## src/logic/sbc_mode_pkg.sv

```systemverilog
// constants, encodings and timing for the mode and wake-up controller
// Operation
// (RULE1) power-up: active, regulator on, watchdog per strap
// (RULE2) ignore SPI while reset output held low
// (RULE3) supply undervoltage in active mode pulls interrupt
// (RULE4) undervoltage inhibits switches and LIN, keeps config
// (RULE5) undervoltage in sleep causes no action
// (RULE6) sleep: bus below pre-wake powers wake receiver
// (RULE7) LIN fall, long dominant, rise wakes device
// (RULE8) LIN wake pulls interrupt, flags LIN source
// (RULE9) debounced ignition high wakes device, interrupts
// (RULE10) after sleep, ignition must stay low first
// (RULE11) wake source recorded in status word
// (RULE12) low-power only with LIN, watchdog off, idle SPI
// (RULE13) strobe rising edge enables switch current source
// (RULE14) strobe fall latches switch; change interrupts if enabled
// (RULE15) disabled current source never interrupts
// (RULE16) low-power: long dominant bus interrupts, mode kept
// (RULE17) low-power bus assessment ends by timeout
// (RULE18) low-power: debounced ignition interrupts, mode kept
// (RULE19) chip select low leaves low-power, then adopts config
// (RULE20) unchanged config returns to low-power after select
// (RULE21) LIN wake: source field reads 11
// (RULE22) ignition wake: source field reads 10
// (RULE23) each frame overwrites config; status shows next frame
// (RULE24) async inputs synchronised before use; switch input pins and the divider strap are used unsynchronised
package sbc_mode_pkg;

  localparam int CLK_NS = 40;
  localparam int T_BUS_NS = 30_000;
  localparam int T_BUS_CYC = (T_BUS_NS + CLK_NS - 1) / CLK_NS;
  localparam int T_DEB_NS = 100_000;
  localparam int T_DEB_CYC = (T_DEB_NS + CLK_NS - 1) / CLK_NS;
  localparam int T_WUDET_NS = 150_000;
  localparam int T_WUDET_CYC = T_WUDET_NS / CLK_NS;
  localparam int T_RESET_NS = 4_000_000;
  localparam int T_RESET_CYC = (T_RESET_NS + CLK_NS - 1) / CLK_NS;

  // configuration word bit positions
  localparam int CFG_LINE = 12;
  localparam int CFG_SLEEP = 11;
  localparam int CFG_CSPE = 8;
  localparam int CFG_CSA_LSB = 5;
  localparam int CSA_W = 3;
  localparam int CFG_CSE = 4;
  localparam int CFG_CSC = 2;
  localparam int CFG_SWITCH_IRQ_ENABLE = 1;
  localparam int CFG_WDD = 0;
  localparam logic [15:0] CFG_RESET = 16'h0000;

  // status word bit positions
  localparam int ST_SRC_HI = 15;
  localparam int ST_SRC_LO = 14;
  localparam int ST_MODE_LSB = 12;
  localparam int ST_WD = 11;
  localparam int ST_LIN = 10;
  localparam int ST_UV = 9;
  localparam int ST_IGN = 8;
  localparam logic [15:0] STAT_RESET = 16'h0000;

  typedef enum logic [1:0] {
    SRC_NONE = 2'b00,
    SRC_SWUV = 2'b01,
    SRC_IGN = 2'b10,
    SRC_LIN = 2'b11
  } src_t;

  typedef enum logic [1:0] {
    ST_ACTIVE = 2'b00,
    ST_LOWPWR = 2'b01,
    ST_SLEEP = 2'b10
  } mode_t;

endpackage

```

## src/logic/sbc_mode_wakeup_control.sv

```systemverilog
// operating mode, reset hold-off and wake-up control
`timescale 1ns/100ps
module sbc_mode_wakeup_control
  import sbc_mode_pkg::*;
#(
  parameter int NCH = 8,
  parameter int RESET_CYC = T_RESET_CYC
)
(
  input wire logic MCLK,
  input wire logic RST_N,
  input wire logic SUPPLY_UV,
  input wire logic IGNITION_WAKE_IN,
  input wire logic LIN_DOMINANT,
  input wire logic LIN_PREWAKE,
  input wire logic SPI_SELECT_N,
  input wire logic SPI_FRAME_VALID,
  input wire logic [15:0] SPI_FRAME_WORD,
  input wire logic DIVIDER_OUTPUT_PIN,
  input wire logic [NCH-1:0] SWITCH_SCAN_STROBE,
  input wire logic [NCH-1:0] SWITCH_INPUT_PIN,
  output logic RESET_OUT_N,
  output logic IRQ_OUT_N,
  output logic REGULATOR_EN,
  output logic WATCHDOG_EN,
  output logic LIN_TRX_EN,
  output logic LIN_TERM_EN,
  output logic LIN_WAKE_RX_EN,
  output logic [NCH-1:0] SWITCH_SOURCE_EN,
  output logic [1:0] MODE,
  output logic [15:0] STATUS_WORD
);

  localparam int RCW = $clog2(RESET_CYC + 1);
  localparam int WCW = $clog2(T_WUDET_CYC + 1);
  localparam int RUNW = WCW + 1;

  mode_t mode_r;
  mode_t mode_nxt;
  src_t src_r;
  logic [15:0] cfg_r;
  logic [15:0] stat_r;
  logic [RCW-1:0] rst_cnt_r;
  logic [WCW-1:0] wu_cnt_r;
  logic [RUNW-1:0] rx_run_r;
  logic rst_busy;
  logic frame_ok;
  logic wd_strap_r;
  logic strap_done_r;
  logic wd_en;
  logic lp_ok;
  logic uv_lvl;
  logic uv_q_r;
  logic ign_lvl;
  logic ign_hi;
  logic ign_lo;
  logic ign_hi_q_r;
  logic ign_arm_r;
  logic ign_wake;
  logic cs_n_lvl;
  logic cs_q_r;
  logic pre_lvl;
  logic dom_lvl;
  logic dom_held;
  logic dom_held_q_r;
  logic dom_seen_r;
  logic rx_en_r;
  logic blk_r;
  logic lin_sleep_wake;
  logic lin_lp_wake;
  logic ev_uv;
  logic ev_any;
  logic irq_n_r;
  logic reset_n_r;
  logic [NCH-1:0] cs_en_r;
  logic [NCH-1:0] cs_int_r;
  logic [NCH-1:0] cs_ie_r;
  logic [NCH-1:0] sw_state_r;
  logic [NCH-1:0] stb_q_r;
  logic [NCH-1:0] src_on;
  logic [NCH-1:0] sw_ev;
  logic [NCH-1:0] src_en_r;
  logic out_reg_en_r;
  logic out_wd_r;
  logic out_lin_r;
  logic out_term_r;

  ////////////////////////////////////////////////////////////////////////////
  // input synchronisers

  sync_filter #(.HOLD(1)) u_uv_sync ( // [RULE24]
    .clk(MCLK), .rst_n(RST_N), .din(SUPPLY_UV),
    .level(uv_lvl), .held_hi(), .held_lo()
  );

  sync_filter #(.HOLD(1)) u_cs_sync ( // [RULE24]
    .clk(MCLK), .rst_n(RST_N), .din(SPI_SELECT_N),
    .level(cs_n_lvl), .held_hi(), .held_lo()
  );

  sync_filter #(.HOLD(1)) u_pre_sync ( // [RULE24]
    .clk(MCLK), .rst_n(RST_N), .din(LIN_PREWAKE),
    .level(pre_lvl), .held_hi(), .held_lo()
  );

  sync_filter #(.HOLD(T_DEB_CYC)) u_ign_sync ( // [RULE24]
    .clk(MCLK), .rst_n(RST_N), .din(IGNITION_WAKE_IN),
    .level(ign_lvl), .held_hi(ign_hi), .held_lo(ign_lo)
  );

  sync_filter #(.HOLD(T_BUS_CYC)) u_dom_sync ( // [RULE24]
    .clk(MCLK), .rst_n(RST_N), .din(LIN_DOMINANT),
    .level(dom_lvl), .held_hi(dom_held), .held_lo()
  );

  ////////////////////////////////////////////////////////////////////////////
  // reset hold-off and watchdog strap

  assign rst_busy = (rst_cnt_r != RCW'(RESET_CYC));
  assign frame_ok = SPI_FRAME_VALID && !rst_busy && (mode_r != ST_SLEEP); // [RULE2]

  // the regulator is off in sleep, so the hold-off restarts on every wake from sleep
  always_ff @(posedge MCLK)
  begin
    if (!RST_N)
    begin
      rst_cnt_r <= '0;
      reset_n_r <= 1'b0;
    end
    else
    begin
      if (mode_r == ST_SLEEP)
        rst_cnt_r <= '0;
      else if (rst_busy)
        rst_cnt_r <= rst_cnt_r + RCW'(1);
      reset_n_r <= !rst_busy;
    end
  end

  // strap is read once, the first cycle after reset release
  always_ff @(posedge MCLK)
  begin
    if (!RST_N)
    begin
      strap_done_r <= 1'b0;
      wd_strap_r <= 1'b0;
    end
    else if (!strap_done_r)
    begin
      strap_done_r <= 1'b1;
      wd_strap_r <= !DIVIDER_OUTPUT_PIN; // [RULE1]
    end
  end

  assign wd_en = wd_strap_r && !cfg_r[CFG_WDD]; // [RULE1]

  // whole word replaced per accepted frame
  always_ff @(posedge MCLK)
  begin
    if (!RST_N)
      cfg_r <= CFG_RESET;
    else if (frame_ok)
      cfg_r <= SPI_FRAME_WORD; // [RULE23]
  end

  ////////////////////////////////////////////////////////////////////////////
  // ignition wake

  // a fresh rising edge after a debounced low is needed before each wake
  always_ff @(posedge MCLK)
  begin
    if (!RST_N)
    begin
      ign_hi_q_r <= 1'b0;
      ign_arm_r <= 1'b0;
    end
    else
    begin
      ign_hi_q_r <= ign_hi;
      // a sleep command taken while high spends the edge already seen
      if (ign_lo)
        ign_arm_r <= 1'b1; // [RULE10]
      else if (ign_wake || (frame_ok && SPI_FRAME_WORD[CFG_SLEEP] && ign_lvl))
        ign_arm_r <= 1'b0; // [RULE10]
    end
  end

  assign ign_wake = ign_hi && !ign_hi_q_r && ign_arm_r && (mode_r != ST_ACTIVE); // [RULE9] [RULE18]

  ////////////////////////////////////////////////////////////////////////////
  // LIN wake assessment

  assign lin_sleep_wake = (mode_r == ST_SLEEP) && dom_seen_r && !dom_lvl; // [RULE7]
  assign lin_lp_wake = (mode_r == ST_LOWPWR) && rx_en_r && dom_held && !dom_held_q_r; // [RULE16]

  // receiver powered while bus is low, or after it rises once a dominant phase was seen, and never past the timeout
  always_ff @(posedge MCLK)
  begin
    if (!RST_N)
    begin
      rx_en_r <= 1'b0;
      blk_r <= 1'b0;
      wu_cnt_r <= '0;
      dom_seen_r <= 1'b0;
      dom_held_q_r <= 1'b0;
    end
    else
    begin
      dom_held_q_r <= dom_held;
      if (!pre_lvl)
        blk_r <= 1'b0;
      if (rx_en_r && (wu_cnt_r == WCW'(T_WUDET_CYC)))
      begin
        rx_en_r <= 1'b0; // [RULE17]
        blk_r <= 1'b1;
      end
      else if (lin_sleep_wake || mode_r == ST_ACTIVE || (!pre_lvl && !dom_seen_r))
        rx_en_r <= 1'b0;
      else if (pre_lvl && !blk_r && !cfg_r[CFG_LINE])
        rx_en_r <= 1'b1; // [RULE6]
      if (!rx_en_r)
        wu_cnt_r <= '0;
      else
        wu_cnt_r <= wu_cnt_r + WCW'(1);
      if (!rx_en_r || lin_sleep_wake)
        dom_seen_r <= 1'b0;
      else if (dom_held)
        dom_seen_r <= 1'b1; // [RULE7]
    end
  end

  ////////////////////////////////////////////////////////////////////////////
  // switch channels

  generate
    for (genvar i = 0; i < NCH; i++)
    begin : g_ch
      always_ff @(posedge MCLK)
      begin
        if (!RST_N)
        begin
          cs_en_r[i] <= 1'b0;
          cs_int_r[i] <= 1'b0;
          cs_ie_r[i] <= 1'b0;
          sw_state_r[i] <= 1'b0;
          stb_q_r[i] <= 1'b0;
        end
        else
        begin
          if (frame_ok && SPI_FRAME_WORD[CFG_CSPE]
              && SPI_FRAME_WORD[CFG_CSA_LSB +: CSA_W] == CSA_W'(i))
          begin
            cs_en_r[i] <= SPI_FRAME_WORD[CFG_CSE];
            cs_int_r[i] <= SPI_FRAME_WORD[CFG_CSC];
            cs_ie_r[i] <= SPI_FRAME_WORD[CFG_SWITCH_IRQ_ENABLE];
          end
          stb_q_r[i] <= SWITCH_SCAN_STROBE[i];
          if (stb_q_r[i] && !SWITCH_SCAN_STROBE[i])
            sw_state_r[i] <= SWITCH_INPUT_PIN[i]; // [RULE14]
        end
      end

      assign src_on[i] = cs_en_r[i] && (cs_int_r[i] || SWITCH_SCAN_STROBE[i])
                         && !uv_lvl && (mode_r != ST_SLEEP); // [RULE13] [RULE4]
      assign sw_ev[i] = stb_q_r[i] && !SWITCH_SCAN_STROBE[i] && cs_en_r[i] && cs_ie_r[i]
                        && (SWITCH_INPUT_PIN[i] != sw_state_r[i]); // [RULE14] [RULE15]
    end
  endgenerate

  ////////////////////////////////////////////////////////////////////////////
  // mode state machine

  assign lp_ok = !cfg_r[CFG_LINE] && !wd_en && cs_n_lvl && !frame_ok; // [RULE12]

  always_comb
  begin
    mode_nxt = mode_r;
    unique case (mode_r)
      ST_ACTIVE:
        if (frame_ok && SPI_FRAME_WORD[CFG_SLEEP])
          mode_nxt = ST_SLEEP;
        else if (lp_ok)
          mode_nxt = ST_LOWPWR; // [RULE20]
      ST_LOWPWR:
        if (frame_ok && SPI_FRAME_WORD[CFG_SLEEP])
          mode_nxt = ST_SLEEP; // [RULE19]
        else if (!cs_n_lvl)
          mode_nxt = ST_ACTIVE; // [RULE19]
      ST_SLEEP:
        if (lin_sleep_wake || ign_wake)
          mode_nxt = ST_ACTIVE; // [RULE7] [RULE9]
      default:
        mode_nxt = ST_ACTIVE;
    endcase
  end

  always_ff @(posedge MCLK)
  begin
    if (!RST_N)
      mode_r <= ST_ACTIVE; // [RULE1]
    else
      mode_r <= mode_nxt;
  end

  ////////////////////////////////////////////////////////////////////////////
  // interrupt, wake source and status

  assign ev_uv = uv_lvl && !uv_q_r && (mode_r == ST_ACTIVE); // [RULE3] [RULE5]
  assign ev_any = ev_uv || (|sw_ev) || lin_sleep_wake || lin_lp_wake || ign_wake;

  // a new event in the clearing frame's cycle wins over the clear
  always_ff @(posedge MCLK)
  begin
    if (!RST_N)
    begin
      uv_q_r <= 1'b0;
      irq_n_r <= 1'b1;
      src_r <= SRC_NONE;
    end
    else
    begin
      uv_q_r <= uv_lvl;
      if (ev_any)
        irq_n_r <= 1'b0; // [RULE3] [RULE8] [RULE9] [RULE14] [RULE16] [RULE18]
      else if (frame_ok)
        irq_n_r <= 1'b1;
      if (lin_sleep_wake || lin_lp_wake)
        src_r <= SRC_LIN; // [RULE11] [RULE21]
      else if (ign_wake)
        src_r <= SRC_IGN; // [RULE11] [RULE22]
      else if (ev_any)
        src_r <= SRC_SWUV;
      else if (frame_ok)
        src_r <= SRC_NONE;
    end
  end

  // snapshot at frame start, so a config change shows in the next frame
  always_ff @(posedge MCLK)
  begin
    if (!RST_N)
    begin
      // the select synchroniser leaves reset low; starting low avoids a false edge
      cs_q_r <= 1'b0;
      stat_r <= STAT_RESET;
    end
    else
    begin
      cs_q_r <= cs_n_lvl;
      if (cs_q_r && !cs_n_lvl)
      begin
        stat_r <= 16'(sw_state_r); // [RULE23]
        stat_r[ST_SRC_HI:ST_SRC_LO] <= src_r; // [RULE11]
        stat_r[ST_MODE_LSB +: 2] <= mode_r;
        stat_r[ST_WD] <= wd_en;
        stat_r[ST_LIN] <= cfg_r[CFG_LINE];
        stat_r[ST_UV] <= uv_lvl;
        stat_r[ST_IGN] <= ign_lvl;
      end
    end
  end

  // inhibit under undervoltage leaves the config bits untouched
  always_ff @(posedge MCLK)
  begin
    if (!RST_N)
    begin
      out_reg_en_r <= 1'b1;
      out_wd_r <= 1'b0;
      out_lin_r <= 1'b0;
      out_term_r <= 1'b1;
      src_en_r <= '0;
    end
    else
    begin
      out_reg_en_r <= (mode_r != ST_SLEEP); // [RULE1] [RULE7]
      out_term_r <= (mode_r != ST_SLEEP); // [RULE7]
      out_wd_r <= wd_en && (mode_r != ST_SLEEP) && !rst_busy;
      out_lin_r <= cfg_r[CFG_LINE] && !uv_lvl && (mode_r == ST_ACTIVE); // [RULE4]
      src_en_r <= src_on;
    end
  end

  assign RESET_OUT_N = reset_n_r;
  assign IRQ_OUT_N = irq_n_r;
  assign REGULATOR_EN = out_reg_en_r;
  assign WATCHDOG_EN = out_wd_r;
  assign LIN_TRX_EN = out_lin_r;
  assign LIN_TERM_EN = out_term_r;
  assign LIN_WAKE_RX_EN = rx_en_r;
  assign SWITCH_SOURCE_EN = src_en_r;
  assign MODE = mode_r;
  assign STATUS_WORD = stat_r;

  // consecutive cycles with the wake receiver powered, saturating
  always_ff @(posedge MCLK)
  begin
    if (!RST_N)
      rx_run_r <= '0;
    else if (!rx_en_r)
      rx_run_r <= '0;
    else if (rx_run_r != RUNW'(T_WUDET_CYC + 2))
      rx_run_r <= rx_run_r + RUNW'(1);
  end
endmodule

```

## src/logic/sync_filter.sv

```systemverilog
// two-stage synchroniser with stable-level run counter
`timescale 1ns/100ps
module sync_filter
  import sbc_mode_pkg::*;
#(
  parameter int HOLD = 1,
  parameter int CW = $clog2(HOLD + 1)
)
(
  input wire logic clk,
  input wire logic rst_n,
  input wire logic din,
  output logic level,
  output logic held_hi,
  output logic held_lo
);

  logic meta_r;
  logic sync_r;
  logic lvl_r;
  logic [CW-1:0] run_r;

  always_ff @(posedge clk)
  begin
    if (!rst_n)
    begin
      meta_r <= 1'b0;
      sync_r <= 1'b0;
    end
    else
    begin
      meta_r <= din;
      sync_r <= meta_r;
    end
  end

  // run counts cycles the synchronised level has been unchanged
  always_ff @(posedge clk)
  begin
    if (!rst_n)
    begin
      lvl_r <= 1'b0;
      run_r <= '0;
    end
    else
    begin
      lvl_r <= sync_r;
      if (sync_r != lvl_r)
        run_r <= '0;
      else if (run_r != CW'(HOLD))
        run_r <= run_r + CW'(1);
    end
  end

  assign level = lvl_r;
  assign held_hi = lvl_r && (run_r == CW'(HOLD));
  assign held_lo = !lvl_r && (run_r == CW'(HOLD));

endmodule

```

## config.mk

```make
export PLATFORM = sky130hd
export DESIGN_NAME = sbc_mode_wakeup_control
export DESIGN_NICKNAME = d
export VERILOG_FILES = /design/src/logic/sbc_mode_pkg.sv /design/src/logic/sbc_mode_wakeup_control.sv /design/src/logic/sync_filter.sv
export SDC_FILE = /design/constraint.sdc
export NUM_CORES = 1
export LEC_CHECK = 0
export ABC_AREA = 1
export BUFFER_PORTS_ARGS = -buffer_cell sky130_fd_sc_hd__buf_2
export CAP_MARGIN = 20
export CORE_MARGIN = 5
export CORE_UTILIZATION = 41
export CTS_CLUSTER_DIAMETER = 50
export DETAILED_ROUTE_END_ITERATION = 12
export GPL_TIMING_DRIVEN = 1
export PLACE_DENSITY_LB_ADDON = 0.15
export REMOVE_ABC_BUFFERS = 1
export SKIP_CTS_REPAIR_TIMING = 1
export SLEW_MARGIN = 20
export SYNTH_ARGS = -nofsm -noshare
export SYNTH_HDL_FRONTEND = slang
export SYNTH_SLANG_ARGS = --single-unit
export TNS_END_PERCENT = 50
```

## constraint.sdc

```tcl
create_clock -name MCLK -period 1.7 [get_ports MCLK]
set_clock_uncertainty 0.2 [all_clocks]
set_input_delay 0.085 -clock MCLK [delete_from_list [all_inputs] [get_ports MCLK]]
set_output_delay 0.085 -clock MCLK [all_outputs]
set_load 0.02 [all_outputs]
```

==> results.md <==
* Met3 wirelength from detailed routing at between 500 and 600 um
* Die area at 18300 sq um
* Gate Count Post-Synth at 879
* Fin. max-slew vios at 0
* Ports at 74
* Top routing layer used: met4
* Simple logic cell fraction of the synthesized area at 30.5%
* Layout Area Growth over Synthesis at 34.3%
* Post-DR wirelength/cell at 11.7 um
* Number of core rows at 45
* Die height at around 140 um
* Clock-pin slew on the worst setup and hold paths at about 0.060 ns
* Detailed-route via count at between 5000 and 6000
* Fraction of power spent switching nets at 24.0%
* Ordered list of cells on the worst path: inv_2, ha_4, inv_2, nor2_1, nand2_1, nor2_4, nand3_4, clkinv_8, nand4_4, nand2_2, nand2_1, nor2_1
* Endpoints failing setup at 28
* Worst reg2reg path startpoint: rst_cnt_r[0]$_SDFFE_PP0P_
* Critical Path Source Type: flip-flop
* Reported net switching power at around 0.0021 W
* Kind of path behind the tightest hold check: in -> reg
* Dominant combinational cell family by area after synthesis: simple AND/OR/NAND/NOR gates
* Endpoint arrival time on the critical path at 1.95 ns
* Relative contribution of sequential cells to total power at 42.0%
* Setup slack, reg-to-reg at -0.09 ns
* Port buffer count at 67
* Setup ws final at -0.0918 ns
* Width of the die at roughly 140 um
* Distinct cells, synth at 38
* Fmax achieved at approximately 560 MHz
* Worst Tran Pin Value at 0.595 ns
* VDD IR-drop max at between 800 and 900 uV
* Crit Path Category: reg -> reg
* Final-report hold violation count at 0
* Critical path's top delay family: simple AND/OR/NAND/NOR gates
* Antenna Violating Nets Remaining at 0
* Share of post-route cells with drive strength above 1 at 23.8%
* Run status: finished, violations left
* Cell depth of the worst flop-to-flop path at 12
* DP HPWL at 10200 um
* Hold Crit Depth at 4
* Final critical-path share of the clock period at 105%
* Combinational share of power at around 13%
* P_leak at 3.90 nW
* Buffer and inverter count on the worst path at 3
* Compound-cell area share of the yosys netlist at 10.3%
* Number of clock sinks at around 150
* Clock tree from TritonCTS: built
* Antenna fix cells at 0
* Mux contribution to synthesized area at 0%
* Via count of the first global-routing pass at 5063
* Starting Density at 42.1%
* Clock network fraction of design power at 45.1%
* Syn_area_per_cell at 7.33 sq um
* Wire length of the first global-routing pass at 23700 um
* Insertion delay of the later-clocked pin in the worst-skew pair at between 0.4 and 0.5 ns
* Failing checks: setup timing
* Synth warnings at 0
* Internal power at 0.00676 W
* Inserted Clock Buffers at 17
* Number of violations of the max-capacitance limit at 0
* Final min period at 1.79 ns
* Antenna violations before repair at 0
* Gr usage total at 16.3%
* Register bit total from synthesis at 151
* Unrepaired setup endpoints after global routing: true
* Number of buffers on the longest clock path at 2
* Total wire length at 14900 um
* Cell area after layout at 8650 sq um
* Overflow left after global routing at 0
* Cell area after placement at 7440 sq um
* DRC violation count after routing at 0
* Amount of wire on met2 after detailed routing at about 6800 um
* Global placement routability congestion at 0.779
* Hold path startpoint: SPI_FRAME_WORD[8]
* Adder-cell share of the synthesized area at 1.55%
* Number of vias per cell after detailed routing at 4.49
* Standard cell with the maximum stage delay on the critical path: dfxtp_2
* # nets final at 1096
* Metal1 wirelength at 7300 um
* Root Buffer: clkbuf_16
* Clock H-tree levels at 4
* Area of the placeable core at 15300 sq um
* Netlist area before placement at 6440 sq um
* Worst-case setup slack after placement at -0.0639 ns
* Endpoint of the worst-slack reg-to-reg timing path: cs_en_r[1]$_SDFFE_PN0P_
* Data required time of the worst path at 1.86 ns
* Max Fanout on Critical Path at 6
* Drt initial violations at 333
* Pin count of the biggest net entering global routing at 61
* Worst rel slew slack at 60.4%
* Worst stage delay on the critical path at 0.33 ns
* Hold-critical path endpoint: cs_int_r[7]$_SDFFE_PN0P_
* Fraction of the yosys area taken by sequential cells at 46.9%
* Xor/xnor share of the synthesized area at 1.22%
* 1st-pass router iterations at 5
* Kind of end point of the critical path: flip-flop
* Power density over cell area at around 1000 nW/um^2
==> cells by family after synthesis <==
family,after synthesis
AOI/OAI and AO/OA,116
xor gates and xnor gates,9
adders and majority gates,8
buffers and inverters,160
DFF,151
and+or+nand+nor,435
==> Yosys cell counts <==
cell	count	area (sq um)
nand2_1	191	717
dfxtp_1	151	3020
nor2_1	150	563
inv_1	129	484
a21oi_1	57	285
o21ai_0	41	205
nand3_1	31	155
nor3_1	18	90.1
nand4_1	10	62.6
ha_1	8	100
nand4_4	8	170
inv_2	7	26.3
xor2_1	7	61.3
a211oi_1	6	45.0
buf_2	6	30.0
clkbuf_1	6	22.5
a2111oi_2	5	75.1
buf_1	5	18.8
nor2_2	5	31.3
or2_0	5	31.3
clkinv_1	4	15.0
nor4_1	4	25.0
nor3_2	3	30.0
a2111oi_0	2	17.5
nor2_4	2	22.5
nor3b_1	2	15.0
o21a_1	2	15.0
o21ai_1	2	10.0
or2_2	2	12.5
xnor2_1	2	17.5
a22oi_1	1	7.51
and2_1	1	6.26
buf_4	1	7.51
clkbuf_2	1	5.00
clkinv_4	1	8.76
nand2_2	1	6.26
nand3_4	1	17.5
or3_1	1	6.26
==> registers in the layout, indices dropped and copies added (netlist names), 8 cells and up <==
register and count:
stb_q_r 8, sw_state_r 8, cs_en_r 8, u_dom_sync.run_r 10
wu_cnt_r 12, STATUS_WORD 16, SWITCH_SOURCE_EN 8, cs_int_r 8
rst_cnt_r 17, u_ign_sync.run_r 12, cs_ie_r 8
==> stage by stage <==
step | hold WS [ns] | utilization [%] | TNS, ns | std cells | total power, W
floorplan | -0.0873 | - | 0 | 860 | 0.00427
global placement | 0.0708 | 48.6 | -0.803 | 1201 | 0.00482
detailed placement | 0.0690 | 48.6 | -1.21 | 1201 | 0.00482
CTS | -0.377 | 52.7 | -2.00 | 1232 | 0.00886
global route | 0.0187 | 56.5 | -6.01 | 1270 | 0.00927
finish | 0.0115 | 56.5 | -1.53 | 1270 | 0.00889
==> worst register-to-register path, stage by stage (launching register included) <==
cell,delay (ns)
dfxtp_2,0.33
inv_2,0.07
ha_4,0.13
inv_2,0.02
nor2_1,0.07
nand2_1,0.08
nor2_4,0.13
nand3_4,0.17
clkinv_8,0.13
nand4_4,0.12
nand2_2,0.10
nand2_1,0.06
nor2_1,0.11
==> cell type report <==
type / instances / area, sq um
Clock buffer: 23 / 488
Clock inverter: 8 / 144
Fill cell: 1472 / 6660
Inverter: 141 / 542
Multi-Input combinational cell: 568 / 2990
Sequential cell: 151 / 3030
Tap cell: 211 / 264
Timing Repair Buffer: 167 / 1180
Timing Repair inverter: 1 / 11.3
==> layout by cell type (no fill, tap or decap), drive strengths merged, types with 8 or more instances in the layout <==
cell,synthesis,layout
nand2,192,192
nor2,157,157
dfxtp,151,151
inv,136,137
buf,12,134
a21oi,57,57
o21ai,43,43
dlygate4sd3,0,33
nand3,32,32
clkbuf,7,23
nor3,21,21
nand4,18,18
clkinv,5,9
ha,8,8
==> power by group through the flow <==
stage,Combinational [W],Clock (W),Sequential (W)
2_1_floorplan,0.000425,0,0.00385
3_3_place_gp,0.00102,0,0.00380
3_5_place_dp,0.00103,0,0.00380
4_1_cts,0.00103,0.00411,0.00372
5_1_grt,0.00126,0.00426,0.00375
6_report,0.00114,0.00401,0.00374
==> worst max-delay path by stage <==
stage	startpoint	to	slack [ns]	depth (start not counted)
2_1_floorplan	MODE[0]$_SDFFE_PN0P_	cs_en_r[0]$_SDFFE_PN0P_	0.02	7
3_3_place_gp	rst_cnt_r[0]$_SDFFE_PP0P_	cs_int_r[1]$_SDFFE_PN0P_	-0.04	12
3_5_place_dp	rst_cnt_r[0]$_SDFFE_PP0P_	cs_ie_r[4]$_SDFFE_PN0P_	-0.06	12
4_1_cts	rst_cnt_r[0]$_SDFFE_PP0P_	cs_en_r[1]$_SDFFE_PN0P_	-0.13	12
5_1_grt	rst_cnt_r[0]$_SDFFE_PP0P_	cs_ie_r[5]$_SDFFE_PN0P_	-0.22	12
6_report	rst_cnt_r[0]$_SDFFE_PP0P_	cs_en_r[1]$_SDFFE_PN0P_	-0.09	12
==> routing by layer <==
metal  global-route usage, %  up-vias
met5                       0        -
li1                        -     3100
met3                    4.98       15
met4                    4.87        0
met2                    25.1       89
met1                    22.1     2501
Power figures use the tool's default switching activity.
